===== config.mk =====
export PLATFORM = sky130hd
export DESIGN_NAME = etxd_ctrl
export DESIGN_NICKNAME = d
export VERILOG_FILES = /design/src/pkg/etxd_pkg.sv /design/src/hdl/etxd_ctrl.sv /design/src/hdl/etxd_buf_mem.sv
export VERILOG_INCLUDE_DIRS = /design/src /design/src/pkg
export SDC_FILE = /design/constraint.sdc
export NUM_CORES = 2
export LEC_CHECK = 0
export ABC_AREA = 1
export BUFFER_PORTS_ARGS = -buffer_cell sky130_fd_sc_hd__buf_2
export CAP_MARGIN = 10
export CORE_MARGIN = 5
export CORE_UTILIZATION = 28
export DETAILED_ROUTE_END_ITERATION = 10
export GPL_TIMING_DRIVEN = 0
export PLACE_DENSITY = 0.5
export SLEW_MARGIN = 20
export SYNTH_ARGS = -nofsm -noshare
export SYNTH_HDL_FRONTEND = slang
export SYNTH_HIERARCHICAL = 1
export SYNTH_SLANG_ARGS = --single-unit

===== constraint.sdc =====
create_clock -name pclk -period 3.6 [get_ports pclk]
set_clock_uncertainty 0.2 [all_clocks]
set_input_delay 0.72 -clock pclk [delete_from_list [all_inputs] [get_ports pclk]]
set_output_delay 0.72 -clock pclk [all_outputs]
set_load 0.01 [all_outputs]

===== src/pkg/etxd_defs.svh =====
/*
 * register offsets, field positions, reset values and buffer sizes of the
 * transmit buffered dma control block.
 * assumes: included by the package and the design files by bare name.
 */
`ifndef ETXD_DEFS_SVH
`define ETXD_DEFS_SVH

// register byte addresses on the apb bus
`define ETXD_CTRL_OFS    16'h9000
`define ETXD_PTR_OFS     16'h9010
`define ETXD_STAT_OFS    16'h9014

// control register field positions
`define ETXD_BURST_LSB   0
`define ETXD_STSK_BIT    5
`define ETXD_CCPIE_BIT   7
`define ETXD_NLIE_BIT    8
`define ETXD_NOIE_BIT    9
`define ETXD_EMPTY_BIT   10
`define ETXD_MSL_LSB     11
`define ETXD_RUN_BIT     14
`define ETXD_SRST_BIT    15
`define ETXD_CTRL_RST    32'h00000000

// transmit buffer geometry
`define ETXD_BUF_DEPTH   7'h40
`define ETXD_BUF_AW      6
`define ETXD_EIGHTH      3'h3
`define ETXD_MSL_MAX     3'h4
`define ETXD_BURST_MAX   6'h20
`define ETXD_OWN_BIT     31
`define ETXD_NULL_PTR    32'h00000000

`endif


===== src/pkg/etxd_pkg.sv =====
/*
 * types of the transmit buffered dma control block: fsm states, state struct.
 * assumes: etxd_defs.svh on the include path.
 */
package etxd_pkg;
  `include "etxd_defs.svh"

  // descriptor walk and data fetch states, one-hot
  typedef enum logic [6:0] {
    ST_IDLE     = 7'h01,
    ST_DESC_REQ = 7'h02,
    ST_DESC_RX  = 7'h04,
    ST_CHECK    = 7'h08,
    ST_DATA_REQ = 7'h10,
    ST_DATA_RX  = 7'h20,
    ST_NEXT     = 7'h40
  } etxd_state_e;

  // all state of the control module
  typedef struct packed {
    etxd_state_e state;
    logic [4:0]  burst;
    logic        stsk;
    logic        ccpie;
    logic        nlie;
    logic        noie;
    logic        empty_ie;
    logic [2:0]  msl;
    logic        run;
    logic [31:0] ptr;
    logic [31:0] buf_addr;
    logic [31:0] nxt_desc;
    logic        owner;
    logic [11:0] remain;
    logic [1:0]  widx;
    logic [5:0]  beats;
    logic [31:0] req_addr;
    logic [5:0]  req_len;
    logic [6:0]  wr_ptr;
    logic [6:0]  rd_ptr;
    logic [6:0]  eof_cnt;
    logic        started;
    logic        out_valid;
    logic [31:0] rdata;
    logic        irq_null;
    logic        irq_nown;
    logic        irq_ctrl;
    logic        irq_empty;
  } etxd_regs_s;

  // state of the buffer memory: 64 words plus end of frame bit
  typedef struct packed {
    logic [63:0][32:0] mem;
    logic [32:0]       q;
  } etxd_mem_s;
endpackage


===== src/hdl/etxd_ctrl.sv =====
/*
 * transmit buffered dma control: apb registers, descriptor walk, burst
 * fetch into the transmit buffer, drain into the mac transmit fifo.
 * assumes: memory port and mac port are logic on pclk; descriptor is three
 * words: buffer address, owner bit 31 plus word count [11:0], next pointer.
 */
`timescale 1ns/10ps
`include "etxd_defs.svh"

// Overview of operation
// - run bit enables fetching of frames
// - buffer keeps draining after run cleared
// - null next pointer clears run bit
// - unowned descriptor with stop policy clears run
// - soft reset bit restores reset state everywhere but in the buffer memory
// - burst code maps to 1..32 words
// - skip policy moves to next descriptor
// - stop policy stops, raises not owned interrupt
// - control packet sent interrupt when enabled
// - null list interrupt when enabled
// - not owned interrupt needs enable and stop
// - start level delays drain, frame end immediate
module etxd_ctrl (
  // apb slave
  input  wire logic        pclk,
  input  wire logic        presetn,
  input  wire logic        psel,
  input  wire logic        penable,
  input  wire logic        pwrite,
  input  wire logic [15:0] paddr,
  input  wire logic [31:0] pwdata,
  output logic      [31:0] prdata,
  output logic             pready,
  output logic             pslverr,
  // system memory read port
  output logic             mem_req,
  output logic      [31:0] mem_addr,
  output logic      [5:0]  mem_len,
  input  wire logic        mem_gnt,
  input  wire logic        mem_rvalid,
  input  wire logic [31:0] mem_rdata,
  // mac transmit fifo port
  input  wire logic        mac_tx_en,
  input  wire logic        mac_ready,
  output logic             mac_valid,
  output logic      [31:0] mac_data,
  output logic             mac_last,
  input  wire logic        mac_ctrl_done,
  // interrupt pulses
  output logic             irq_null_list,
  output logic             irq_not_owned,
  output logic             irq_ctrl_sent,
  output logic             irq_buf_empty
);
  etxd_pkg::etxd_regs_s r;       // current state
  etxd_pkg::etxd_regs_s nxt_r;   // next state
  logic [31:0] ctrl_rd;          // control register read view
  logic [6:0]  cnt;              // words held in buffer
  logic [6:0]  free;             // free buffer words
  logic [2:0]  msl_cl;           // start level clamped to 4/8
  logic [6:0]  lvl;              // start level in words
  logic        go;               // drain allowed for current frame
  logic        accept;           // mac takes a word this cycle
  logic        pop;              // buffer read this cycle
  logic        push;             // buffer write this cycle
  logic [32:0] q;                // buffer read register
  logic [5:0]  bw;               // burst words from code
  logic [5:0]  dlen;             // next data burst length
  logic        room;             // buffer can take the burst
  logic        setup;            // apb setup phase
  logic        wr_acc;           // apb write access
  logic        hit;              // address decodes
  logic        wr_ctrl;          // write to control register

  ////////////////////////////////////////////////////////////////////////////
  // burst code decode
  function automatic logic [5:0] burst_words(input logic [4:0] code);
    logic [5:0] sum;
    sum = {1'b0, code} + 6'h01;
    if (code <= 5'h02) begin
      burst_words = 6'h01;
    end else if (code == 5'h1F) begin
      burst_words = `ETXD_BURST_MAX;
    end else begin
      burst_words = {sum[5:2], 2'b00};
    end
  endfunction

  ////////////////////////////////////////////////////////////////////////////
  // combinational helpers
  assign ctrl_rd = {16'h0000, 1'b0, r.run, r.msl, r.empty_ie, r.noie,
                    r.nlie, r.ccpie, 1'b0, r.stsk, r.burst};
  assign cnt    = r.wr_ptr - r.rd_ptr;
  assign free   = `ETXD_BUF_DEPTH - cnt;
  assign msl_cl = (r.msl > `ETXD_MSL_MAX) ? `ETXD_MSL_MAX : r.msl;
  assign lvl    = {1'b0, msl_cl, 3'b000};
  // frame end in buffer forwards at once
  assign go     = r.started || (r.eof_cnt != 7'h00) || (cnt >= lvl);
  // drain does not look at run
  assign accept = r.out_valid && mac_ready && mac_tx_en;
  assign pop    = (cnt != 7'h00) && go &&
                  (!r.out_valid || (accept && !q[32]));
  assign push   = mem_rvalid && (r.state == etxd_pkg::ST_DATA_RX);
  assign bw     = burst_words(r.burst);
  assign dlen   = (r.remain < {6'h00, bw}) ? r.remain[5:0] : bw;
  assign room   = free >= {1'b0, r.req_len};
  assign setup  = psel && !penable;
  assign wr_acc = psel && penable && pwrite;
  assign hit    = (paddr == `ETXD_CTRL_OFS) || (paddr == `ETXD_PTR_OFS) ||
                  (paddr == `ETXD_STAT_OFS);
  assign wr_ctrl = wr_acc && (paddr == `ETXD_CTRL_OFS);

  ////////////////////////////////////////////////////////////////////////////
  // next state
  always_comb begin
    nxt_r = r;
    nxt_r.irq_null  = 1'b0;
    nxt_r.irq_nown  = 1'b0;
    nxt_r.irq_ctrl  = mac_ctrl_done && r.ccpie;
    nxt_r.irq_empty = accept && (cnt == 7'h00) && !pop && r.empty_ie;
    // buffer write side
    if (push) begin
      nxt_r.wr_ptr = r.wr_ptr + 7'h01;
      if (r.remain == 12'h001) begin
        nxt_r.eof_cnt = r.eof_cnt + 7'h01;
      end
    end
    // buffer read side and output stage
    if (pop) begin
      nxt_r.rd_ptr  = r.rd_ptr + 7'h01;
      nxt_r.started = 1'b1;
    end
    if (accept && q[32]) begin
      // last word left: next frame waits for its start level again
      nxt_r.started = 1'b0;
      nxt_r.eof_cnt = nxt_r.eof_cnt - 7'h01;
    end
    nxt_r.out_valid = pop || (r.out_valid && !accept);
    // descriptor walk
    case (r.state)
      etxd_pkg::ST_IDLE: begin
        if (r.run && (r.ptr == `ETXD_NULL_PTR)) begin
          nxt_r.run      = 1'b0;
          nxt_r.irq_null = r.nlie;
        end else if (r.run) begin
          // pointer was loaded by software before run, or from the next pointer in ST_NEXT
          nxt_r.req_addr = r.ptr;
          nxt_r.widx     = 2'h0;
          nxt_r.state    = etxd_pkg::ST_DESC_REQ;
        end
      end
      etxd_pkg::ST_DESC_REQ: begin
        if (mem_gnt) begin
          nxt_r.state = etxd_pkg::ST_DESC_RX;
        end
      end
      etxd_pkg::ST_DESC_RX: begin
        if (mem_rvalid) begin
          nxt_r.widx = r.widx + 2'h1;
          if (r.widx == 2'h0) begin
            nxt_r.buf_addr = mem_rdata;
          end else if (r.widx == 2'h1) begin
            nxt_r.owner  = mem_rdata[`ETXD_OWN_BIT];
            nxt_r.remain = mem_rdata[11:0];
          end else begin
            nxt_r.nxt_desc = mem_rdata;
            nxt_r.state    = etxd_pkg::ST_CHECK;
          end
        end
      end
      etxd_pkg::ST_CHECK: begin
        if (!r.owner && r.stsk) begin
          nxt_r.run      = 1'b0;
          nxt_r.irq_nown = r.noie;
          nxt_r.state    = etxd_pkg::ST_IDLE;
        end else if (!r.owner || (r.remain == 12'h000)) begin
          nxt_r.state = etxd_pkg::ST_NEXT;
        end else begin
          nxt_r.req_addr = r.buf_addr;
          nxt_r.req_len  = dlen;
          nxt_r.state    = etxd_pkg::ST_DATA_REQ;
        end
      end
      etxd_pkg::ST_DATA_REQ: begin
        if (room && mem_gnt) begin
          nxt_r.beats = r.req_len;
          nxt_r.state = etxd_pkg::ST_DATA_RX;
        end
      end
      etxd_pkg::ST_DATA_RX: begin
        if (mem_rvalid) begin
          nxt_r.remain = r.remain - 12'h001;
          nxt_r.beats  = r.beats - 6'h01;
          if (r.remain == 12'h001) begin
            nxt_r.state = etxd_pkg::ST_NEXT;
          end else if (r.beats == 6'h01) begin
            nxt_r.req_addr = r.req_addr + {24'h000000, r.req_len, 2'b00};
            nxt_r.req_len  = dlen - 6'h00;
            nxt_r.state    = etxd_pkg::ST_DATA_REQ;
          end
        end
      end
      etxd_pkg::ST_NEXT: begin
        // idle decides on run and on a null pointer
        nxt_r.ptr   = r.nxt_desc;
        nxt_r.state = etxd_pkg::ST_IDLE;
      end
      default: begin
        nxt_r.state = etxd_pkg::ST_IDLE;
      end
    endcase
    // fix next data burst length on the last word of this burst
    if ((r.state == etxd_pkg::ST_DATA_RX) && mem_rvalid &&
        (r.beats == 6'h01) && (r.remain != 12'h001)) begin
      nxt_r.req_len = ((r.remain - 12'h001) < {6'h00, bw}) ?
                      6'(r.remain - 12'h001) : bw;
    end
    // register writes, a software set wins over the hardware clear
    if (wr_acc && (paddr == `ETXD_PTR_OFS)) begin
      nxt_r.ptr = pwdata;
    end
    if (wr_ctrl) begin
      nxt_r.burst    = pwdata[`ETXD_BURST_LSB +: 5];
      nxt_r.stsk     = pwdata[`ETXD_STSK_BIT];
      nxt_r.ccpie    = pwdata[`ETXD_CCPIE_BIT];
      nxt_r.nlie     = pwdata[`ETXD_NLIE_BIT];
      nxt_r.noie     = pwdata[`ETXD_NOIE_BIT];
      nxt_r.empty_ie = pwdata[`ETXD_EMPTY_BIT];
      nxt_r.msl      = pwdata[`ETXD_MSL_LSB +: 3];
      nxt_r.run      = pwdata[`ETXD_RUN_BIT];
    end
    // read data captured in the setup phase
    if (setup) begin
      nxt_r.rdata = (paddr == `ETXD_CTRL_OFS) ? ctrl_rd :
                    (paddr == `ETXD_PTR_OFS)  ? r.ptr :
                    (paddr == `ETXD_STAT_OFS) ?
                    {15'h0000, r.run, r.out_valid, r.state, r.started, cnt} :
                    32'h00000000;
    end
    // soft reset returns everything but the buffer memory to reset state
    if (wr_ctrl && pwdata[`ETXD_SRST_BIT]) begin
      nxt_r       = '0;
      nxt_r.state = etxd_pkg::ST_IDLE;
    end
  end

  // state register
  always_ff @(posedge pclk or negedge presetn) begin
    if (!presetn) begin
      r       <= '0;
      r.state <= etxd_pkg::ST_IDLE;
    end else begin
      r <= nxt_r;
    end
  end

  ////////////////////////////////////////////////////////////////////////////
  // transmit buffer
  etxd_buf_mem u_mem (
    .pclk    (pclk),
    .presetn (presetn),
    .we      (push),
    .waddr   (r.wr_ptr[`ETXD_BUF_AW-1:0]),
    .wdata   ({r.remain == 12'h001, mem_rdata}),
    .re      (pop),
    .raddr   (r.rd_ptr[`ETXD_BUF_AW-1:0]),
    .q       (q)
  );

  ////////////////////////////////////////////////////////////////////////////
  // outputs
  assign prdata        = r.rdata;
  assign pready        = 1'b1;
  assign pslverr       = psel && penable && !hit;
  assign mem_req       = (r.state == etxd_pkg::ST_DESC_REQ) ||
                         ((r.state == etxd_pkg::ST_DATA_REQ) && room);
  assign mem_addr      = r.req_addr;
  assign mem_len       = (r.state == etxd_pkg::ST_DESC_REQ) ? 6'h03 :
                         r.req_len;
  assign mac_valid     = r.out_valid;
  assign mac_data      = q[31:0];
  assign mac_last      = q[32];
  assign irq_null_list = r.irq_null;
  assign irq_not_owned = r.irq_nown;
  assign irq_ctrl_sent = r.irq_ctrl;
  assign irq_buf_empty = r.irq_empty;
endmodule


===== src/hdl/etxd_buf_mem.sv =====
/*
 * transmit buffer memory: one write port, one read port, registered read.
 * assumes: pclk domain only; the caller never writes a full buffer.
 */
`timescale 1ns/10ps
`include "etxd_defs.svh"

module etxd_buf_mem (
  // clock and reset
  input  wire logic                     pclk,
  input  wire logic                     presetn,
  // write port
  input  wire logic                     we,
  input  wire logic [`ETXD_BUF_AW-1:0]  waddr,
  input  wire logic [32:0]              wdata,
  // read port, data valid one cycle after re
  input  wire logic                     re,
  input  wire logic [`ETXD_BUF_AW-1:0]  raddr,
  output logic      [32:0]              q
);
  etxd_pkg::etxd_mem_s r;     // current state
  etxd_pkg::etxd_mem_s nxt_r; // next state

  ////////////////////////////////////////////////////////////////////////////
  // next state: store on write, load read register on read
  always_comb begin
    nxt_r = r;
    if (we) begin
      nxt_r.mem[waddr] = wdata;
    end
    if (re) begin
      nxt_r.q = r.mem[raddr];
    end
  end

  // state register
  always_ff @(posedge pclk or negedge presetn) begin
    if (!presetn) begin
      r <= '0;
    end else begin
      r <= nxt_r;
    end
  end

  assign q = r.q;
endmodule


======== After elaboration in Yosys (flattened, before gate mapping) ========
Index checks and enable logic that the tools add are counted.
Widths: inputs -> output; s select.
word-level totals
  bits in registers ....................... 2380
  output and inout port bits .............. 111
  word-level logic and storage cells ...... 292
  input bits .............................. 90
cells by class
  reductions and logical operators ........ 73
  add/sub/neg operators ................... 11
  multiplexer cells ....................... 68
  $lt $le $gt $ge ......................... 9
  equality and inequality tests ........... 38
operators with widths
  kind                  number
  $bwmux 2112           1
  $mux 32               9
  $mux 235              1
  $bmux 33 s6           1
  $demux 33 s6          1
  $mux 38               4
  $mux 7                16
  $pmux 32 s3           1
  $mux 79               1
  $mux 33               2
  $mux 65               1
  $eq 16x16->1 const B  3
  $mux 45               1
  $mux 44               1
  $mux 6                7
  $pmux 7 s6            1
  $ne 3x3->1 const B    11
  $add 32x8->32         1
  $logic_not 32->1      1
  $logic_and 1x1->1     26
  $lt 12x6->1           2
  $pmux 12 s2           1
  $pmux 6 s2            2
  $add 7x1->7 const B   3
  other kinds (55)      101

======== Depth between registers and ports, before layout ========
  depth after elaboration ................. 11
  depth in mapped cells ................... 24
  gate-level depth less buffers ........... 24

======== By module ========
Netlist, hierarchy kept.
modules (own cells, without submodules)
  module        cells an instance  sequential area each (sq um)  instances  area each (sq um)
  etxd_buf_mem  11916              53676.5                       1          96287.3
  etxd_ctrl     1999               5881.9                        1          15078.2

======== Worst setup path after synthesis ========
OpenSTA, ideal clock, no wires.
  path kind ............................... reg2out
  start point ............................. register r[53] (netlist name)
  end point ............................... output port mem_req
  slack ................................... 0.012 ns
  arrival ................................. 2.668 ns
  path buffers ............................ 0
  required time ........................... 2.680 ns
  stages on the path, launching flop included .. 18
  path through ............................ dfrtp_1 inv_1 fa_1 ha_1 nand3_1 inv_1 nand3_1 xnor2_1 inv_1 ha_1 nand2_1 inv_1 nand2_1 nand2_1 a21oi_1 nand3_1 nand2_1 nand2_1
RTL lines
  element        RTL line         text
  end, declared  etxd_ctrl.sv:36  output logic mem_req,

==> summary.md <==
| Metric | Value |
|---|---|
| CP top delay family | adder cells |
| Uppermost signal routing layer after detailed routing | met5 |
| Failing checks | setup timing |
| Met2 wire length | 257000 um |
| Result of the run | finished with violations |
| Setup repair after global routing missed its margin | true |
| Total length of routed wires | 626000 um |
| Static Leak | 59.3 nW |
| Most frequent cells in the layout | sky130_fd_sc_hd__nand2_1 (4392), sky130_fd_sc_hd__dfrtp_1 (2368), sky130_fd_sc_hd__nand3_1 (2254), sky130_fd_sc_hd__o21ai_0 (1706), sky130_fd_sc_hd__nor2_1 (530) |
| Number of buffers and inverters on the critical path | 3 |
| Count of maximum capacitance violations | 0 |
| Overall fraction of global-route tracks in use | 0.294 |
| Count of clock tree sinks | 2380 |
| HP Start | mem_rdata[28] |
| Final Non-Filler Cells | 20100 |
| Worst endpoint data arrival time | 3660 ps |
| Final critical-path setup slack | -979 ps |
| Flops & latches, synth | 2380 |
| Startpoint of the worst-slack reg-to-reg timing path | r[45]$_DFFE_PN0P_ |
| Nets | 14700 |
| Portion of the clock cycle consumed by the worst path in the final layout | 1.27 |
| Synth Flop Type | sky130_fd_sc_hd__dfrtp_1 |
| Routed met1 length | 246000 um |
| Vias in the first global route | 104000 |
| Global placer's final weighted congestion | 1.00 |
| Part of the total power dissipated in sequential elements | 0.284 |
| Via count | 111000 |
| Hpwl dp | 462000 um |
| EDFF count, synth | 0 |
| Number of vias per cell | 5.53 |
| Req. time, crit path | 2680 ps |
| Clock-pin slew on the worst setup and hold paths | 60 ps |
| Iteration count of the initial detailed-routing pass | 11 |
| Cell-by-cell listing of the critical path | ha_4 -> fa_2 -> ha_4 -> nand3_4 -> inv_2 -> nand3_4 -> xnor2_2 -> inv_2 -> ha_4 -> a21oi_1 -> nand2_1 -> a21oi_2 -> nand3_2 -> nand2_1 -> nand2_1 -> buf_2 |
| Worst-path maximum fanout | 2 |
| Hold Fails Final Rpt | 0 |
| Final setup fails | 594 |
| Port-buffer cells | 199 |
| Worst Hold Class | primary input to register |
| Level count of the clock H-tree | 5 |
| Die X-Extent | 641 um |
| I/O pin count | 201 |
| Placed Instances | 19400 |
| Buffer cell driving the clock tree root | sky130_fd_sc_hd__clkbuf_16 |
| Worst Tran Pin Value | 1310 ps |
| Post-synthesis net count | 14000 |
| Period minus WS final | 4580 ps |
| Util after Layout | 0.335 |
| CTS tree | yes |
| WS Path Type | register to output port |
| Switching power of the nets | 45.6 mW |
| Combinational cell fraction of total power | 0.419 |
| Buffer levels on the longest clock path | 4 |
| Share of flip-flops with an asynchronous set or reset | 1.00 |
| Floorplan row count | 231 |
| Ratio of cells with drive above 1 in the final layout | 0.120 |
| Kind of launch point of the worst setup path | register |
| Yosys warnings | 6 |
| Share of total power consumed by net switching | 0.465 |
| Cell area after synthesis | 111000 um2 |
| Starting density of the core | 0.281 |
| Worst-case vdd ir drop | 507 uV |
| Post-Syn Area per Cell | 8.00 um2 |
| Wire length of the first global-routing pass | 849000 um |
| Met3 wire length | 77800 um |
| Max Transition Viols Final | 0 |
| P_int | 52.5 mW |
| Headroom to the max-slew limit | 0.126 |
| Achievable clock frequency | 218 MHz |
| Drt initial violations | 17200 |
| Highest-delay cell along the critical path | sky130_fd_sc_hd__fa_2 |
| Leading cell type in the layout, fill and taps excluded | sky130_fd_sc_hd__nand2_1 |
| Total of fill cells in the finished design | 42500 |
| Initial antenna violation count | 58 |
| Post-route ant nets | 0 |
| Setup crit end kind | output port |
| Launch point of the critical path | r[45]$_DFFE_PN0P_ |
| Die span in y | 641 um |
| Gate Count Post-Synth | 13900 |
| Worst-skew pair later-pin latency | 940 ps |
| Remaining design rule violation count | 0 |
| Standard cell core area | 396000 um2 |
| CTS Buf Count | 279 |
| Pwr Density | 740 nW/um2 |
| Post-synthesis sequential area ratio | 0.535 |
| Maximum number of pins on one net before global-route repair | 127 |
| Slowest Stage Delay on Critical Path | 580 ps |
| Total Die Area | 410000 um2 |
| Overflow left after global routing | 0 |
| Clock power frac | 0.298 |
| Distinct cell type count after synthesis | 61 |
| Drt wl/cell | 31.2 um |
| Layout area overhead | 19.0% |
[routing by layer]
layer  vias to the layer above  global-route usage
met3                      1530              0.0961
met5                         -             0.00378
li1                      47200                   -
met1                     55100               0.384
met4                        30               0.178
met2                      7086               0.421
[path summary, 6_finish.rpt]
kind	endpoint	slack, ps	cells after the start
setup / recovery	mem_req	-980	16
hold / removal	r[178]$_DFFE_PN0P_	50	5
setup reg to reg	u_mem/q[17]$_DFFE_PN0P_	-500	26
hold reg to reg	u_mem/r[739]$_DFFE_PN0P_	280	2
max in group asynchronous	u_mem/r[634]$_DFFE_PN0P_	-610	7
min in group asynchronous	u_mem/r[1444]$_DFFE_PN0P_	880	3
[cell type report]
type | instances | area (um2) | share of cell area
inverter | 339 | 1300 | 0.00981
antenna | 45 | 113 | 0.000850
multi-input combinational | 9915 | 45500 | 0.343
sequential | 2380 | 59600 | 0.449
buffer | 1279 | 6610 | 0.0499
clock buffer | 418 | 8340 | 0.0629
clock inverter | 72 | 763 | 0.00576
tap | 5242 | 6560 | 0.0495
timing repair buffer | 379 | 3810 | 0.0288
[cells by family after synthesis]
logic type,count (synthesis),share of synthesized area
other cells,1,0.0000337
fa+ha+maj,44,0.00508
flops,2380,0.535
buf+inv,1620,0.0625
xor+xnor,18,0.00142
simple gates,7379,0.279
mux,54,0.00546
compound gates,2419,0.111
[per-stage QoR]
step                      area, um2  total power [mW]  hold slack (ps)  setup slack, ps  setup TNS [ps]
final                        133000              98.1             47.8             -979         -210670
after global routing         132000              98.6             77.7            -1190         -457120
after CTS                    132000              95.2             14.8            -1050         -220710
after detailed placement     121000              64.8              267            -2420        -1062690
after global placement       119000              63.6              265           -56580               -
after floorplan              111000              42.2              224             12.0               0
[synth_stat cells, drive strengths merged (3+ instances only)]
cell type	count	area share
clkinv	36	0.0013
nand4	36	0.0022
inv	303	0.010
clkbuf	740	0.025
nor4	16	0.0018
a22oi	3	0.00020
ha	42	0.0047
o31ai	23	0.0016
o211ai	11	0.00088
nor2	550	0.019
nand2	4441	0.15
nand3b	6	0.00040
xor2	12	0.00094
a21oi	413	0.019
or2	5	0.00028
dfrtp	2379	0.53
nor3b	3	0.00025
o22ai	27	0.0015
a221oi	11	0.00087
o21ai	1905	0.086
mux2	54	0.0055
nor3	33	0.0021
o21bai	4	0.00027
o221ai	11	0.00087
xnor2	6	0.00047
buf	541	0.026
nand3	2287	0.10
a31oi	7	0.00039
[state kept, by name (all words and copies together) (netlist names)]
name           count
irq_ctrl_sent      1
ctrl_rd           14
irq_null_list      1
r                152
irq_not_owned      1
mac_valid          1
irq_buf_empty      1
u_mem/r         2112
u_mem/q           33
prdata            32
mem_addr          32
[power groups by stage]
stage / combinational, mW / sequential (mW) / clock, mW
floorplan: 14.1 / 28.1 / 0
global placement: 35.2 / 28.4 / 0
detailed placement: 36.5 / 28.3 / 0
CTS: 38.0 / 27.8 / 29.4
global route: 40.3 / 27.9 / 30.4
finish: 41.1 / 27.8 / 29.2
[worst min-delay path, cell delays in order]
cell and delay (ps):
sky130_fd_sc_hd__buf_2 160, sky130_fd_sc_hd__inv_1 70, sky130_fd_sc_hd__nor2_1 50, sky130_fd_sc_hd__nand2_1 60, sky130_fd_sc_hd__o21ai_0 70
[timing repair]
action	in CTS	in global routing
buffers inserted	61	15
pin swaps	21	18
gates cloned	3	1
hold endpoints to repair	133	392
resized for setup	480	139
endpoints found under the setup margin	1807	2019
hold buffers	56	1
Power figures use the tool's default switching activity.
